`config.mk`:
```
export PLATFORM = sky130hd
export DESIGN_NAME = pudc_ctrl_flat
export DESIGN_NICKNAME = d
export VERILOG_FILES = /design/src/shared/pudc_pkg.sv /design/src/shared/pudc_link_if.sv /design/src/logic/pudc_ctrl.sv /design/src/flat_wrapper.sv
export SDC_FILE = /design/constraint.sdc
export NUM_CORES = 1
export LEC_CHECK = 0
export BUFFER_PORTS_ARGS = -buffer_cell sky130_fd_sc_hd__buf_2
export CORE_ASPECT_RATIO = 1.5
export CORE_MARGIN = 5
export CORE_UTILIZATION = 45
export DETAILED_ROUTE_END_ITERATION = 12
export GPL_TIMING_DRIVEN = 0
export PLACE_DENSITY = 0.7
export SETUP_SLACK_MARGIN = 0.1
export SKIP_CTS_REPAIR_TIMING = 1
export SYNTH_ARGS = -nofsm -noshare
export SYNTH_HDL_FRONTEND = slang
export SYNTH_SLANG_ARGS = --single-unit
```
`constraint.sdc`:
```
create_clock -name mclk -period 4.7 [get_ports mclk]
set_input_delay 0.705 -clock mclk [delete_from_list [all_inputs] [get_ports mclk]]
set_output_delay 0.705 -clock mclk [all_outputs]
set_load 0.01 [all_outputs]
```
`src/shared/pudc_pkg.sv`:
```
// Shared constants for the presettable up/down counter stage and its controller.
// Assumes both ends run on the one 10 MHz system clock mclk.
package pudc_pkg;

    // Count width and terminal values
    localparam int COUNT_W = 4;
    localparam logic [3:0] COUNT_MAX = 4'hf;
    localparam logic [3:0] COUNT_MIN = 4'h0;

    // Clock figures
    localparam int MCLK_HZ = 10000000;
    localparam int MCLK_PERIOD_NS = 1000000000 / MCLK_HZ;

    // Controller register word indices on the Avalon-MM port
    localparam int ADDR_W = 3;
    localparam logic [2:0] REG_CTRL = 3'h0;
    localparam logic [2:0] REG_PRESET = 3'h1;
    localparam logic [2:0] REG_CMD = 3'h2;
    localparam logic [2:0] REG_DIVISOR = 3'h3;
    localparam logic [2:0] REG_STATUS = 3'h4;
    localparam logic [2:0] REG_IRQ_STATUS = 3'h5;
    localparam logic [2:0] REG_IRQ_MASK = 3'h6;

    // Control register fields
    localparam int CTRL_UP = 0;
    localparam int CTRL_HOLD = 1;
    localparam int CTRL_RUN = 2;
    localparam int CTRL_DIVIDE = 3;
    localparam int CTRL_W = 4;

    // Command register fields
    localparam int CMD_LOAD = 0;
    localparam int CMD_CLEAR = 1;

    // Status register fields
    localparam int STAT_COUNT_LSB = 0;
    localparam int STAT_CARRY = 4;

    // Interrupt status and mask fields
    localparam int IRQ_W = 3;
    localparam int IRQ_TERMINAL = 0;
    localparam int IRQ_RELOAD = 1;
    localparam int IRQ_ZERO_RATIO = 2;

    // Count clock half period in mclk cycles, minus one
    localparam int DIV_W = 16;
    localparam logic [15:0] DIV_RESET = 16'h0004;

    // Reset values of the control fields
    localparam logic [3:0] CTRL_RESET = 4'h2;
    localparam logic [3:0] PRESET_RESET = 4'h0;

endpackage : pudc_pkg

```
`src/shared/pudc_link_if.sv`:
```
// Link between one counter stage and its controlling logic.
// Assumes both ends are clocked by the same mclk; all signals are plain levels.
`timescale 1ns/100ps
`default_nettype none

interface pudc_link_if;
    logic count_clk;
    logic up_down;
    logic carry_in_n;
    logic load_strobe;
    logic clear;
    logic preset_bit0;
    logic preset_bit1;
    logic preset_bit2;
    logic preset_bit3;
    logic count_bit0;
    logic count_bit1;
    logic count_bit2;
    logic count_bit3;
    logic carry_out_n;

    // Counter stage end
    modport stage (
        input count_clk, up_down, carry_in_n, load_strobe, clear,
        input preset_bit0, preset_bit1, preset_bit2, preset_bit3,
        output count_bit0, count_bit1, count_bit2, count_bit3, carry_out_n
    );

    // Controlling logic end
    modport ctrl (
        output count_clk, up_down, carry_in_n, load_strobe, clear,
        output preset_bit0, preset_bit1, preset_bit2, preset_bit3,
        input count_bit0, count_bit1, count_bit2, count_bit3, carry_out_n
    );
endinterface : pudc_link_if

`default_nettype wire

```
`src/logic/pudc_ctrl.sv`:
```
// Controlling logic for one counter stage, with an Avalon-MM slave port.
// Assumes the stage runs on the same mclk and answers with registered outputs.
//
// The Avalon-MM register port and the address map were chosen for this implementation.
`timescale 1ns/100ps
`default_nettype none

module pudc_ctrl (
    input wire logic mclk,
    input wire logic resetn,
    pudc_link_if.ctrl link,
    input wire logic [2:0] avs_address,
    input wire logic avs_read,
    input wire logic avs_write,
    input wire logic [31:0] avs_writedata,
    output logic [31:0] avs_readdata,
    output logic avs_waitrequest,
    output logic irq
);

    // All state of the controller
    typedef struct packed {
        logic [3:0] ctrl;
        logic [3:0] preset;
        logic [15:0] div;
        logic [15:0] div_cnt;
        logic count_clk;
        logic load;
        logic clear;
        logic load_pend;
        logic clear_pend;
        logic carry_prev;
        logic [2:0] irq_stat;
        logic [2:0] irq_mask;
        logic waitrequest;
        logic [31:0] readdata;
        logic irq;
    } pudc_ctrl_state_t;

    pudc_ctrl_state_t st;
    pudc_ctrl_state_t next_st;

    logic [3:0] count_in;
    logic carry_fall;

    assign count_in = {link.count_bit3, link.count_bit2, link.count_bit1, link.count_bit0};
    assign carry_fall = st.carry_prev & ~link.carry_out_n;

    // Bus slave, count clock divider, command issue and events
    always_comb begin
        logic [31:0] rd;
        logic [2:0] ev;
        rd = 32'h0;
        ev = 3'h0;
        next_st = st;
        next_st.load = 1'b0;
        next_st.clear = 1'b0;
        next_st.carry_prev = link.carry_out_n;
        unique case (avs_address)
            pudc_pkg::REG_CTRL: rd[3:0] = st.ctrl;
            pudc_pkg::REG_PRESET: rd[3:0] = st.preset;
            pudc_pkg::REG_DIVISOR: rd[15:0] = st.div;
            pudc_pkg::REG_STATUS: begin
                rd[pudc_pkg::STAT_COUNT_LSB +: pudc_pkg::COUNT_W] = count_in;
                rd[pudc_pkg::STAT_CARRY] = link.carry_out_n;
            end
            pudc_pkg::REG_IRQ_STATUS: rd[2:0] = st.irq_stat;
            pudc_pkg::REG_IRQ_MASK: rd[2:0] = st.irq_mask;
            default: rd = 32'h0;
        endcase
        // Issue clear or load for one cycle with the count clock low and
        // the divider restarted, so the next rise is div+1 cycles away;
        // done before new requests merge in, so a same-cycle request is kept
        if (st.clear_pend) begin
            next_st.clear = 1'b1;
            next_st.clear_pend = 1'b0;
            next_st.count_clk = 1'b0;
            next_st.div_cnt = st.div;
        end else if (st.load_pend) begin
            next_st.load = 1'b1;
            next_st.load_pend = 1'b0;
            next_st.count_clk = 1'b0;
            next_st.div_cnt = st.div;
        end else if (st.div_cnt == 16'h0) begin
            next_st.div_cnt = st.div;
            next_st.count_clk = st.ctrl[pudc_pkg::CTRL_RUN] ? ~st.count_clk : 1'b0;
        end else begin
            next_st.div_cnt = st.div_cnt - 16'h1;
        end
        // First cycle of a request: capture read data, drop waitrequest
        if ((avs_read || avs_write) && st.waitrequest) begin
            next_st.waitrequest = 1'b0;
            next_st.readdata = avs_read ? rd : st.readdata;
        end
        // Transfer completes at the edge that sees waitrequest low
        if ((avs_read || avs_write) && !st.waitrequest) begin
            next_st.waitrequest = 1'b1;
            if (avs_write) begin
                unique case (avs_address)
                    pudc_pkg::REG_CTRL: begin
                        next_st.ctrl = avs_writedata[3:0];
                        // Divider use always counts down
                        if (avs_writedata[pudc_pkg::CTRL_DIVIDE]) begin
                            next_st.ctrl[pudc_pkg::CTRL_UP] = 1'b0;
                        end
                    end
                    pudc_pkg::REG_PRESET: next_st.preset = avs_writedata[3:0];
                    pudc_pkg::REG_CMD: begin
                        next_st.load_pend = next_st.load_pend | avs_writedata[pudc_pkg::CMD_LOAD];
                        next_st.clear_pend = next_st.clear_pend | avs_writedata[pudc_pkg::CMD_CLEAR];
                    end
                    pudc_pkg::REG_DIVISOR: next_st.div = avs_writedata[15:0];
                    pudc_pkg::REG_IRQ_STATUS: next_st.irq_stat = st.irq_stat & ~avs_writedata[2:0];
                    pudc_pkg::REG_IRQ_MASK: next_st.irq_mask = avs_writedata[2:0];
                    default: next_st.ctrl = st.ctrl;
                endcase
            end
        end
        // Events from the stage carry; divide mode reloads a nonzero preset
        if (carry_fall) begin
            ev[pudc_pkg::IRQ_TERMINAL] = 1'b1;
            if (st.ctrl[pudc_pkg::CTRL_DIVIDE]) begin
                if (st.preset == pudc_pkg::COUNT_MIN) begin
                    ev[pudc_pkg::IRQ_ZERO_RATIO] = 1'b1;
                end else begin
                    ev[pudc_pkg::IRQ_RELOAD] = 1'b1;
                    next_st.load_pend = 1'b1;
                end
            end
        end
        // Set wins over a same-cycle write-one-to-clear
        next_st.irq_stat = next_st.irq_stat | ev;
        next_st.irq = |(next_st.irq_stat & next_st.irq_mask);
    end

    // State register
    always_ff @(posedge mclk or negedge resetn) begin
        if (!resetn) begin
            st <= '{ctrl: pudc_pkg::CTRL_RESET, preset: pudc_pkg::PRESET_RESET,
                    div: pudc_pkg::DIV_RESET, div_cnt: pudc_pkg::DIV_RESET,
                    count_clk: 1'b0, load: 1'b0, clear: 1'b0, load_pend: 1'b0,
                    clear_pend: 1'b0, carry_prev: 1'b1, irq_stat: 3'h0,
                    irq_mask: 3'h0, waitrequest: 1'b1, readdata: 32'h0, irq: 1'b0};
        end else begin
            st <= next_st;
        end
    end

    // Link drive; carry input from the hold bit, all from flops
    assign link.count_clk = st.count_clk;
    assign link.up_down = st.ctrl[pudc_pkg::CTRL_UP];
    assign link.carry_in_n = st.ctrl[pudc_pkg::CTRL_HOLD];
    assign link.load_strobe = st.load;
    assign link.clear = st.clear;
    assign link.preset_bit0 = st.preset[0];
    assign link.preset_bit1 = st.preset[1];
    assign link.preset_bit2 = st.preset[2];
    assign link.preset_bit3 = st.preset[3];

    // Bus outputs
    assign avs_readdata = st.readdata;
    assign avs_waitrequest = st.waitrequest;
    assign irq = st.irq;

endmodule : pudc_ctrl

`default_nettype wire

```
`src/flat_wrapper.sv`:
```
// flat-port wrapper written by rule: the top's interface ports become plain ports
module pudc_ctrl_flat 
  (mclk, resetn, avs_address, avs_read, avs_write, avs_writedata, avs_readdata, avs_waitrequest, irq, link_count_clk, link_up_down, link_carry_in_n, link_load_strobe, link_clear, link_preset_bit0, link_preset_bit1, link_preset_bit2, link_preset_bit3, link_count_bit0, link_count_bit1, link_count_bit2, link_count_bit3, link_carry_out_n);
  pudc_link_if link_i ();
  input wire logic mclk;
  input wire logic resetn;
  input wire logic [2:0] avs_address;
  input wire logic avs_read;
  input wire logic avs_write;
  input wire logic [31:0] avs_writedata;
  output logic [31:0] avs_readdata;
  output logic avs_waitrequest;
  output logic irq;
  output wire logic [$bits(link_i.count_clk)-1:0] link_count_clk;
  output wire logic [$bits(link_i.up_down)-1:0] link_up_down;
  output wire logic [$bits(link_i.carry_in_n)-1:0] link_carry_in_n;
  output wire logic [$bits(link_i.load_strobe)-1:0] link_load_strobe;
  output wire logic [$bits(link_i.clear)-1:0] link_clear;
  output wire logic [$bits(link_i.preset_bit0)-1:0] link_preset_bit0;
  output wire logic [$bits(link_i.preset_bit1)-1:0] link_preset_bit1;
  output wire logic [$bits(link_i.preset_bit2)-1:0] link_preset_bit2;
  output wire logic [$bits(link_i.preset_bit3)-1:0] link_preset_bit3;
  input wire logic [$bits(link_i.count_bit0)-1:0] link_count_bit0;
  input wire logic [$bits(link_i.count_bit1)-1:0] link_count_bit1;
  input wire logic [$bits(link_i.count_bit2)-1:0] link_count_bit2;
  input wire logic [$bits(link_i.count_bit3)-1:0] link_count_bit3;
  input wire logic [$bits(link_i.carry_out_n)-1:0] link_carry_out_n;
  assign link_count_clk = link_i.count_clk;
  assign link_up_down = link_i.up_down;
  assign link_carry_in_n = link_i.carry_in_n;
  assign link_load_strobe = link_i.load_strobe;
  assign link_clear = link_i.clear;
  assign link_preset_bit0 = link_i.preset_bit0;
  assign link_preset_bit1 = link_i.preset_bit1;
  assign link_preset_bit2 = link_i.preset_bit2;
  assign link_preset_bit3 = link_i.preset_bit3;
  assign link_i.count_bit0 = link_count_bit0;
  assign link_i.count_bit1 = link_count_bit1;
  assign link_i.count_bit2 = link_count_bit2;
  assign link_i.count_bit3 = link_count_bit3;
  assign link_i.carry_out_n = link_carry_out_n;
  pudc_ctrl u_core (.mclk(mclk), .resetn(resetn), .link(link_i), .avs_address(avs_address), .avs_read(avs_read), .avs_write(avs_write), .avs_writedata(avs_writedata), .avs_readdata(avs_readdata), .avs_waitrequest(avs_waitrequest), .irq(irq));
endmodule
```
==> results of run 1 <==
-- logic make-up (layout without fill, tap and decap cells) --
kind of cell | Yosys count | count (layout) | share of synthesized area [%]
AND/OR/NAND/NOR | 81 | 81 | 13.25
flip-flops | 70 | 70 | 51.69
AO/OA/AOI/OAI | 57 | 57 | 11.59
buffers and inverters | 47 | 116 | 9.014
multiplexers | 30 | 30 | 10.01
XOR/XNOR | 14 | 14 | 3.606
adder cells (fa/ha/maj) | 2 | 2 | 0.7357
other | 1 | 16 | 0.1103
-- worst register-to-register path, delay by kind of cell (launching register included) --
| kind | cells | cell delay, ns |
|---|---|---|
| and+or+nand+nor | 3 | 0.73 |
| DFF | 1 | 0.44 |
| AOI/OAI and AO/OA | 2 | 0.32 |
| buffers and inverters | 1 | 0.26 |
-- final cells by class --
class                           instances  area (um^2)  area share [%]
Inverter                                3        11.26          0.2771
Buffer                                 44        295.3           7.266
Timing Repair Buffer                   53        267.8           6.589
Tap cell                              100        125.1           3.079
Clock inverter                          6        86.33           2.124
Sequential cell                        70         1758           43.26
Multi-Input combinational cell        200         1393           34.27
Clock buffer                           10        127.6           3.140
-- metal layers --
layer	global-route usage, %	vias up
met5	0	-
met4	8.906	0
met3	3.395	14
met2	29.95	81
met1	20.27	1167
li1	-	1172
-- flip-flops by register name (all words and copies together), names as in the netlist --
signal                   cells
u_core.st                   43
u_core.avs_readdata         16
u_core.avs_waitrequest       1
u_core.irq                   1
u_core.link.carry_in_n       1
u_core.link.clear            1
u_core.link.count_clk        1
u_core.link.load_strobe      1
u_core.link.preset_bit0      1
u_core.link.preset_bit1      1
u_core.link.preset_bit2      1
u_core.link.preset_bit3      1
u_core.link.up_down          1
-- where the power goes --
group | total, mW | internal [mW] | switching [mW]
combinational | 0.706 | 0.384 | 0.322
clock | 0.524 | 0.298 | 0.226
sequential | 1.08 | 0.855 | 0.227
-- cells in the final DEF (no fill, tap or decap), types with 3 or more instances in the layout --
cell,synthesis,layout
o21ai_0,16,16
clkbuf_8,0,9
buf_4,33,34
a21oi_1,5,5
nor2b_1,6,6
inv_1,3,3
o21ai_1,4,4
mux2_2,27,27
nand2_1,31,31
a22oi_1,3,3
dfrtp_1,65,65
a21o_1,4,4
xnor2_1,12,12
and3_1,3,3
buf_2,4,56
a22o_1,16,16
nor4_1,5,5
clkbuf_1,5,6
nor2_1,12,12
conb_1,1,16
dfstp_2,5,5
nand3_1,5,5
-- worst paths after layout --
check	cells past startpoint	startpoint	slack [ns]	endpoint
max in group asynchronous	1	resetn	3.68	u_core.avs_readdata[2]$_DFFE_PN0P_
hold reg to reg	0	u_core.st[41]$_DFF_PN0_	0.43	u_core.link.clear$_DFF_PN0_
setup / recovery	6	avs_address[2]	2.71	u_core.st[74]$_DFFE_PN0P_
min in group asynchronous	1	resetn	0.46	u_core.st[77]$_DFFE_PN0P_
setup reg to reg	6	u_core.st[53]$_DFF_PN0_	2.86	u_core.st[55]$_DFF_PN0_
hold / removal	0	u_core.st[41]$_DFF_PN0_	0.43	u_core.link.clear$_DFF_PN0_
-- through the flow --
step	hold WS [ns]	power [mW]	setup WS (ns)	cell area, um^2
after floorplan	0.3957	1.552	2.631	3457
after global placement	0.4075	1.771	2.377	3847
after detailed placement	0.4122	1.804	2.349	3850
after CTS	0.4291	2.336	2.725	4064
after global routing	0.4512	2.478	2.622	4064
final	0.4262	2.312	2.706	4064
==> impl_results.md, run 1 <==
- Initial antenna violation count: 0
- CP endpoint kind: flop
- MaxCap Viol Count: 0
- Buffers & Inverters on Critical Path: 3
- Least-Margin Pin Slew: 0.8479 ns
- Final core utilization: 55.50%
- Core area: between 7000 and 8000 um^2
- Layout cells sized above 1: 38.86%
- Maximum VDD drop: 0.0003347 V
- Height of the die: 116.5 um
- Dominant cells by area after synthesis: dfrtp_1, mux2_2, buf_4, a22o_1, dfstp_2
- CP Max Fanout: 10
- Worst-Skew Late Latency: between 0.3 and 0.4 ns
- Synth Cell Area: 3401 um^2
- All-Layer GR Usage: about 17%
- Drt wl/cell: 15.16 um
- Post-Place Cells: 470
- CTS Buffer Depth: 2
- Vias: between 2000 and 2500
- N_diodes: 0
- Final hold violation count: 0
- Worst-path clk slew: 0.07 ns
- RSZ-0062 raised after global routing: false
- HPWL Detailed: around 5600 um
- Headroom to the max-slew limit: 43.47%
- Critical path's slowest cell: nor3b_2
- Yosys cell types: 50
- Crit Path Class: in -> reg
- Avg Inst Size Synth: ~11 um^2
- Critical path data required time: 4.92 ns
- Starting density of the core: approximately 46%
- GRT overflow: 0
- Final setup viols: 0
- Sum of negative setup slack: 0 ns
- DR pass1 iterations: 5
- Clock Tree Root: clkbuf_8
- Most used flip-flop cell after synthesis: dfrtp_1
- Metal-1 WL: 2875 um
- Power per cell area: 568.9 nW/um^2
- CP top delay family: simple AND/OR/NAND/NOR gates
- Yosys top cell by area: dfrtp_1
- CTS tree: yes
- Critical path, cell by cell: buf_2 > nor3b_2 > and3_1 > buf_2 > buf_4 > mux2_2
- WL met2: 3926 um
- Most common cell on crit path: buf_2
- Status: finished clean
- Fillers: 692
- Htree depth: 3
- Warnings, synthesis: 0
- Worst Clk Skew: 0.005906 ns
- Synth async-reset ratio: 100.0%
- DRC viols: 0
- Crit path arrival time: 2.22 ns
- LEAKAGE: 1.936 nW
- Die X: 80.98 um
- Slew Limit Fails: 0
- Post-synthesis register bit count: 70
- Synth cell count leaders: dfrtp_1, buf_4, nand2_1
- Standard-cell row count: 38
- Buffers on Ports: 53
- Die Area: 9432 um^2
- Tmin final: 1.994 ns
- Top sig layer: met4
- CP Launch Type: input pin
- First-pass GRT wire length: around 12000 um
- Gpl congestion: 0.8888
- CTS buffer count: 9
- Syn Inst Count: 302
- Tcrit/Tclk final: 42.42%
- Total wire length: 7369 um
- CP peak stage delay: between 0.3 and 0.4 ns
- Clk sink count: 70
- Hold crit path type: reg -> reg
- Sequential area share after synthesis: 51.69%
- Max Clock Freq: about 500 MHz
- Post-synth EDFFs: 0
- Met3 routed WL: 380 um
- Finished Layout Cells: 486
- Final net count: about 430
- Vias in the first global route: 2560
- Top-area cell type share of the netlist area: 47.83%
- Synthesis-to-layout area growth: 19.50%
- Most common cell in the netlist: dfrtp_1
- Drt initial violations: 112
- Via density: approximately 5.0
- Boundary Pins: just under 90
- Post-DRT Antenna Nets: 0
- Largest net degree at the start of global routing: just over 70
No activity file was read; power rests on OpenSTA's default activity.
==> run 2: changes to the inputs <==
--- a/config.mk
+++ b/config.mk
@@ -11,7 +11,7 @@
 export CORE_UTILIZATION = 45
 export DETAILED_ROUTE_END_ITERATION = 12
 export GPL_TIMING_DRIVEN = 0
-export PLACE_DENSITY = 0.7
+export PLACE_DENSITY = 0.72
 export SETUP_SLACK_MARGIN = 0.1
 export SKIP_CTS_REPAIR_TIMING = 1
 export SYNTH_ARGS = -nofsm -noshare
==> constraint.sdc (replaced) <==
create_clock -name mclk -period 1.7 [get_ports mclk]
set_input_delay 0.255 -clock mclk [delete_from_list [all_inputs] [get_ports mclk]]
set_output_delay 0.255 -clock mclk [all_outputs]
set_load 0.01 [all_outputs]
==> run 2 against run 1 <==
Effect of this change:
- the flow now finishes with violations (setup timing)
- first-iteration DRC count up 48%
- clock skew up 0.0071 ns
- die area did not move
- hold slack got worse by 0.40 ns
- core utilization increased by 4.8 points
- critical path depth did not move
- non-clock buffer count is 14 higher
- final cell count is 2.9% higher
- critical path type is now reg -> reg
- critical endpoint is now u_core.st[50]$_DFF_PN0_
- largest cell class unchanged
- highest routed layer unchanged
==> impl_results.md, run 2 (synthesis gave the netlist of run 1 again) <==
- Buffers on Ports: 53 (unchanged)
- Die Area: 9432 um^2 (unchanged)
- CTS tree: yes
- Post-route setup slack: -0.07092 ns (-2.777 ns)
- Most flop-heavy register: u_core.st
- Boundary Pins: 87 (unchanged)
- Height of the die: 116.5 um (unchanged)
- Worst-path clk slew: 0.07 ns (about the same)
- Multi-input logic area: 1543 um^2 (+11%)
- Status: finished with violations
- Critical path's slowest cell: dfrtp_1
- Headroom to the max-slew limit: 43.28% (-0.19 points)
- Crit Reg-Reg Startpoint: u_core.st[57]$_DFF_PN0_
- Most common cell after layout, fill and taps aside: dfrtp_1
- Most frequent cells in the layout: dfrtp_1, buf_2, buf_4
- Largest net degree at the start of global routing: 71 (unchanged)
- Hold crit path type: in -> async
- Drt initial violations: 166 (+48%)
- R2R cell count: 6 (unchanged)
- Worst-Skew Late Latency: 0.35 ns (about the same)
- CP peak stage delay: 0.47 ns (+0.08 ns)
- Failing checks: setup timing
- Standard-cell row count: 38 (unchanged)
- WHS: 0.02135 ns (-0.4048 ns)
- Worst Clk Skew: 0.01298 ns (+0.007077 ns)
- Starting density of the core: 46.45% (unchanged)
- Crit path arrival time: 2.01 ns (-0.21 ns)
- Tcrit/Tclk final: 104.2%
- Core area: 7322 um^2 (unchanged)
- Htree depth: 3 (unchanged)
- Via density: 5.098 (+1.8%)
- Final setup viols: 26 (+26)
- CP endpoint kind: flop
- Critical path, cell by cell: nor4_2 > nand3b_4 > o21ai_4 > buf_6 > a21oi_2 > a21o_1
- FF-to-FF setup slack: -0.07 ns (-2.93 ns)
- N_diodes: 0 (unchanged)
- Post-Place Cells: 470 (unchanged)
- Drt wl/cell: 16.28 um (+7.4%)
- Gpl congestion: 0.9275 (+4.4%)
- Least-Margin Pin Slew: 0.8508 ns (+0.002882 ns)
- Critical path data required time: 1.94 ns (-2.98 ns)
- MaxCap Viol Count: 0 (unchanged)
- Power per cell area: 1598 nW/um^2 (+180%)
- All-Layer GR Usage: 16.57% (-0.79 points)
- RSZ-0062 raised after global routing: true
- Final hold violation count: 0 (unchanged)
- Slew Limit Fails: 0 (unchanged)
- Vias in the first global route: 2489 (-2.8%)
- CP Launch Type: flop
- GRT overflow: 0 (unchanged)
- Sum of negative setup slack: -0.9256 ns (-0.9256 ns)
- Reg area: 1759 um^2 (about the same)
- Dpl ws: -0.1864 ns (-2.535 ns)
- Post-DRT Antenna Nets: 0 (unchanged)
- Fillers: 632 (-8.7%)
- Maximum VDD drop: 0.001258 V (+280%)
- Finished Layout Cells: 500 (+2.9%)
- Final core utilization: 60.27% (+4.8 points)
- DRC viols: 0 (unchanged)
- CTS buffer count: 9 (unchanged)
- CTS Buffer Depth: 2 (unchanged)
- Worst r2r dst: u_core.st[50]$_DFF_PN0_
- Crit path capture: u_core.st[50]$_DFF_PN0_
- CP top delay family: simple AND/OR/NAND/NOR gates
- Buffers & Inverters on Critical Path: 1 (-2)
- Max Clock Freq: 564.7 MHz
- Critical path origin: u_core.st[57]$_DFF_PN0_
- Layout cells sized above 1: 45.50% (+6.6 points)
- CP Max Fanout: 7 (-3)
- First-pass GRT wire length: 11740 um (-5.0%)
- Max reg flops: 43 (unchanged)
- Die X: 80.98 um (unchanged)
- Crit Path Class: reg -> reg
- Initial antenna violation count: 0 (unchanged)
- DR pass1 iterations: 5 (unchanged)
- Total wire length: 8139 um (+10%)
- HPWL Detailed: 5570 um (-0.36%)
- Clock Tree Root: clkbuf_8
- CP Depth: 6 (unchanged)
- Final net count: 441 (+3.3%)
- LEAKAGE: 2.115 nW (+9.3%)
- Vias: 2549 (+4.7%)
- Synthesis-to-layout area growth: 29.76%
- Clk sink count: 70 (unchanged)
- Tmin final: roughly 1.8 ns
## run 2: worst min-delay path by stage
stage	from	to	slack, ns	cells after the start
6_report	resetn	u_core.st[50]$_DFF_PN0_	0.02	1
5_1_grt	link_carry_out_n	u_core.st[40]$_DFF_PN1_	0.02	1
4_1_cts	link_carry_out_n	u_core.st[40]$_DFF_PN1_	0.03	1
3_5_place_dp	link_carry_out_n	u_core.st[40]$_DFF_PN1_	0.39	1
3_3_place_gp	link_carry_out_n	u_core.st[40]$_DFF_PN1_	0.39	1
2_1_floorplan	resetn	u_core.avs_readdata[0]$_DFFE_PN0P_	-0.04	0
## run 2: through the flow
stage | power [mW] | cell area, um^2
after floorplan | 4.291 | 3461
after global placement | 4.893 | 3851
after detailed placement | 4.981 | 3854
after CTS | 6.584 | 4093
after global routing | 7.465 | 4413
final | 7.053 | 4413
## run 2: routing by layer
layer | part of all wire, % | global-route usage (%) | wire length, um
met1 | 38 | 18.56 | 3106
met2 | 54 | 28.36 | 4375
met3 | 5.8 | 3.472 | 469
met4 | 2.3 | 10.37 | 187
met5 | 0 | 0 | 0
## run 2: worst register-to-register path: stages (launching register included)
cell and delay (ns):
dfrtp_1 0.47, nor4_2 0.40, nand3b_4 0.17, o21ai_4 0.30, buf_6 0.14, a21oi_2 0.03, a21o_1 0.16
## run 2: power breakdown
group / leakage, nW / switching, mW / internal [mW]
clock: 0.116 / 0.630 / 0.975
combinational: 1.12 / 1.03 / 1.37
sequential: 0.874 / 0.685 / 2.36
total: 2.12 / 2.35 / 4.71
## run 2: layout make-up
cell class / instances / share of cell area [%]
repair buffers: 67 / 9.101
plain buffers: 44 / 7.570
flip-flops and latches: 70 / 39.86
clock buffers: 10 / 2.892
inverters: 3 / 0.2552
multi-input cells: 200 / 34.96
clock inverters: 6 / 2.523
well taps: 100 / 2.835
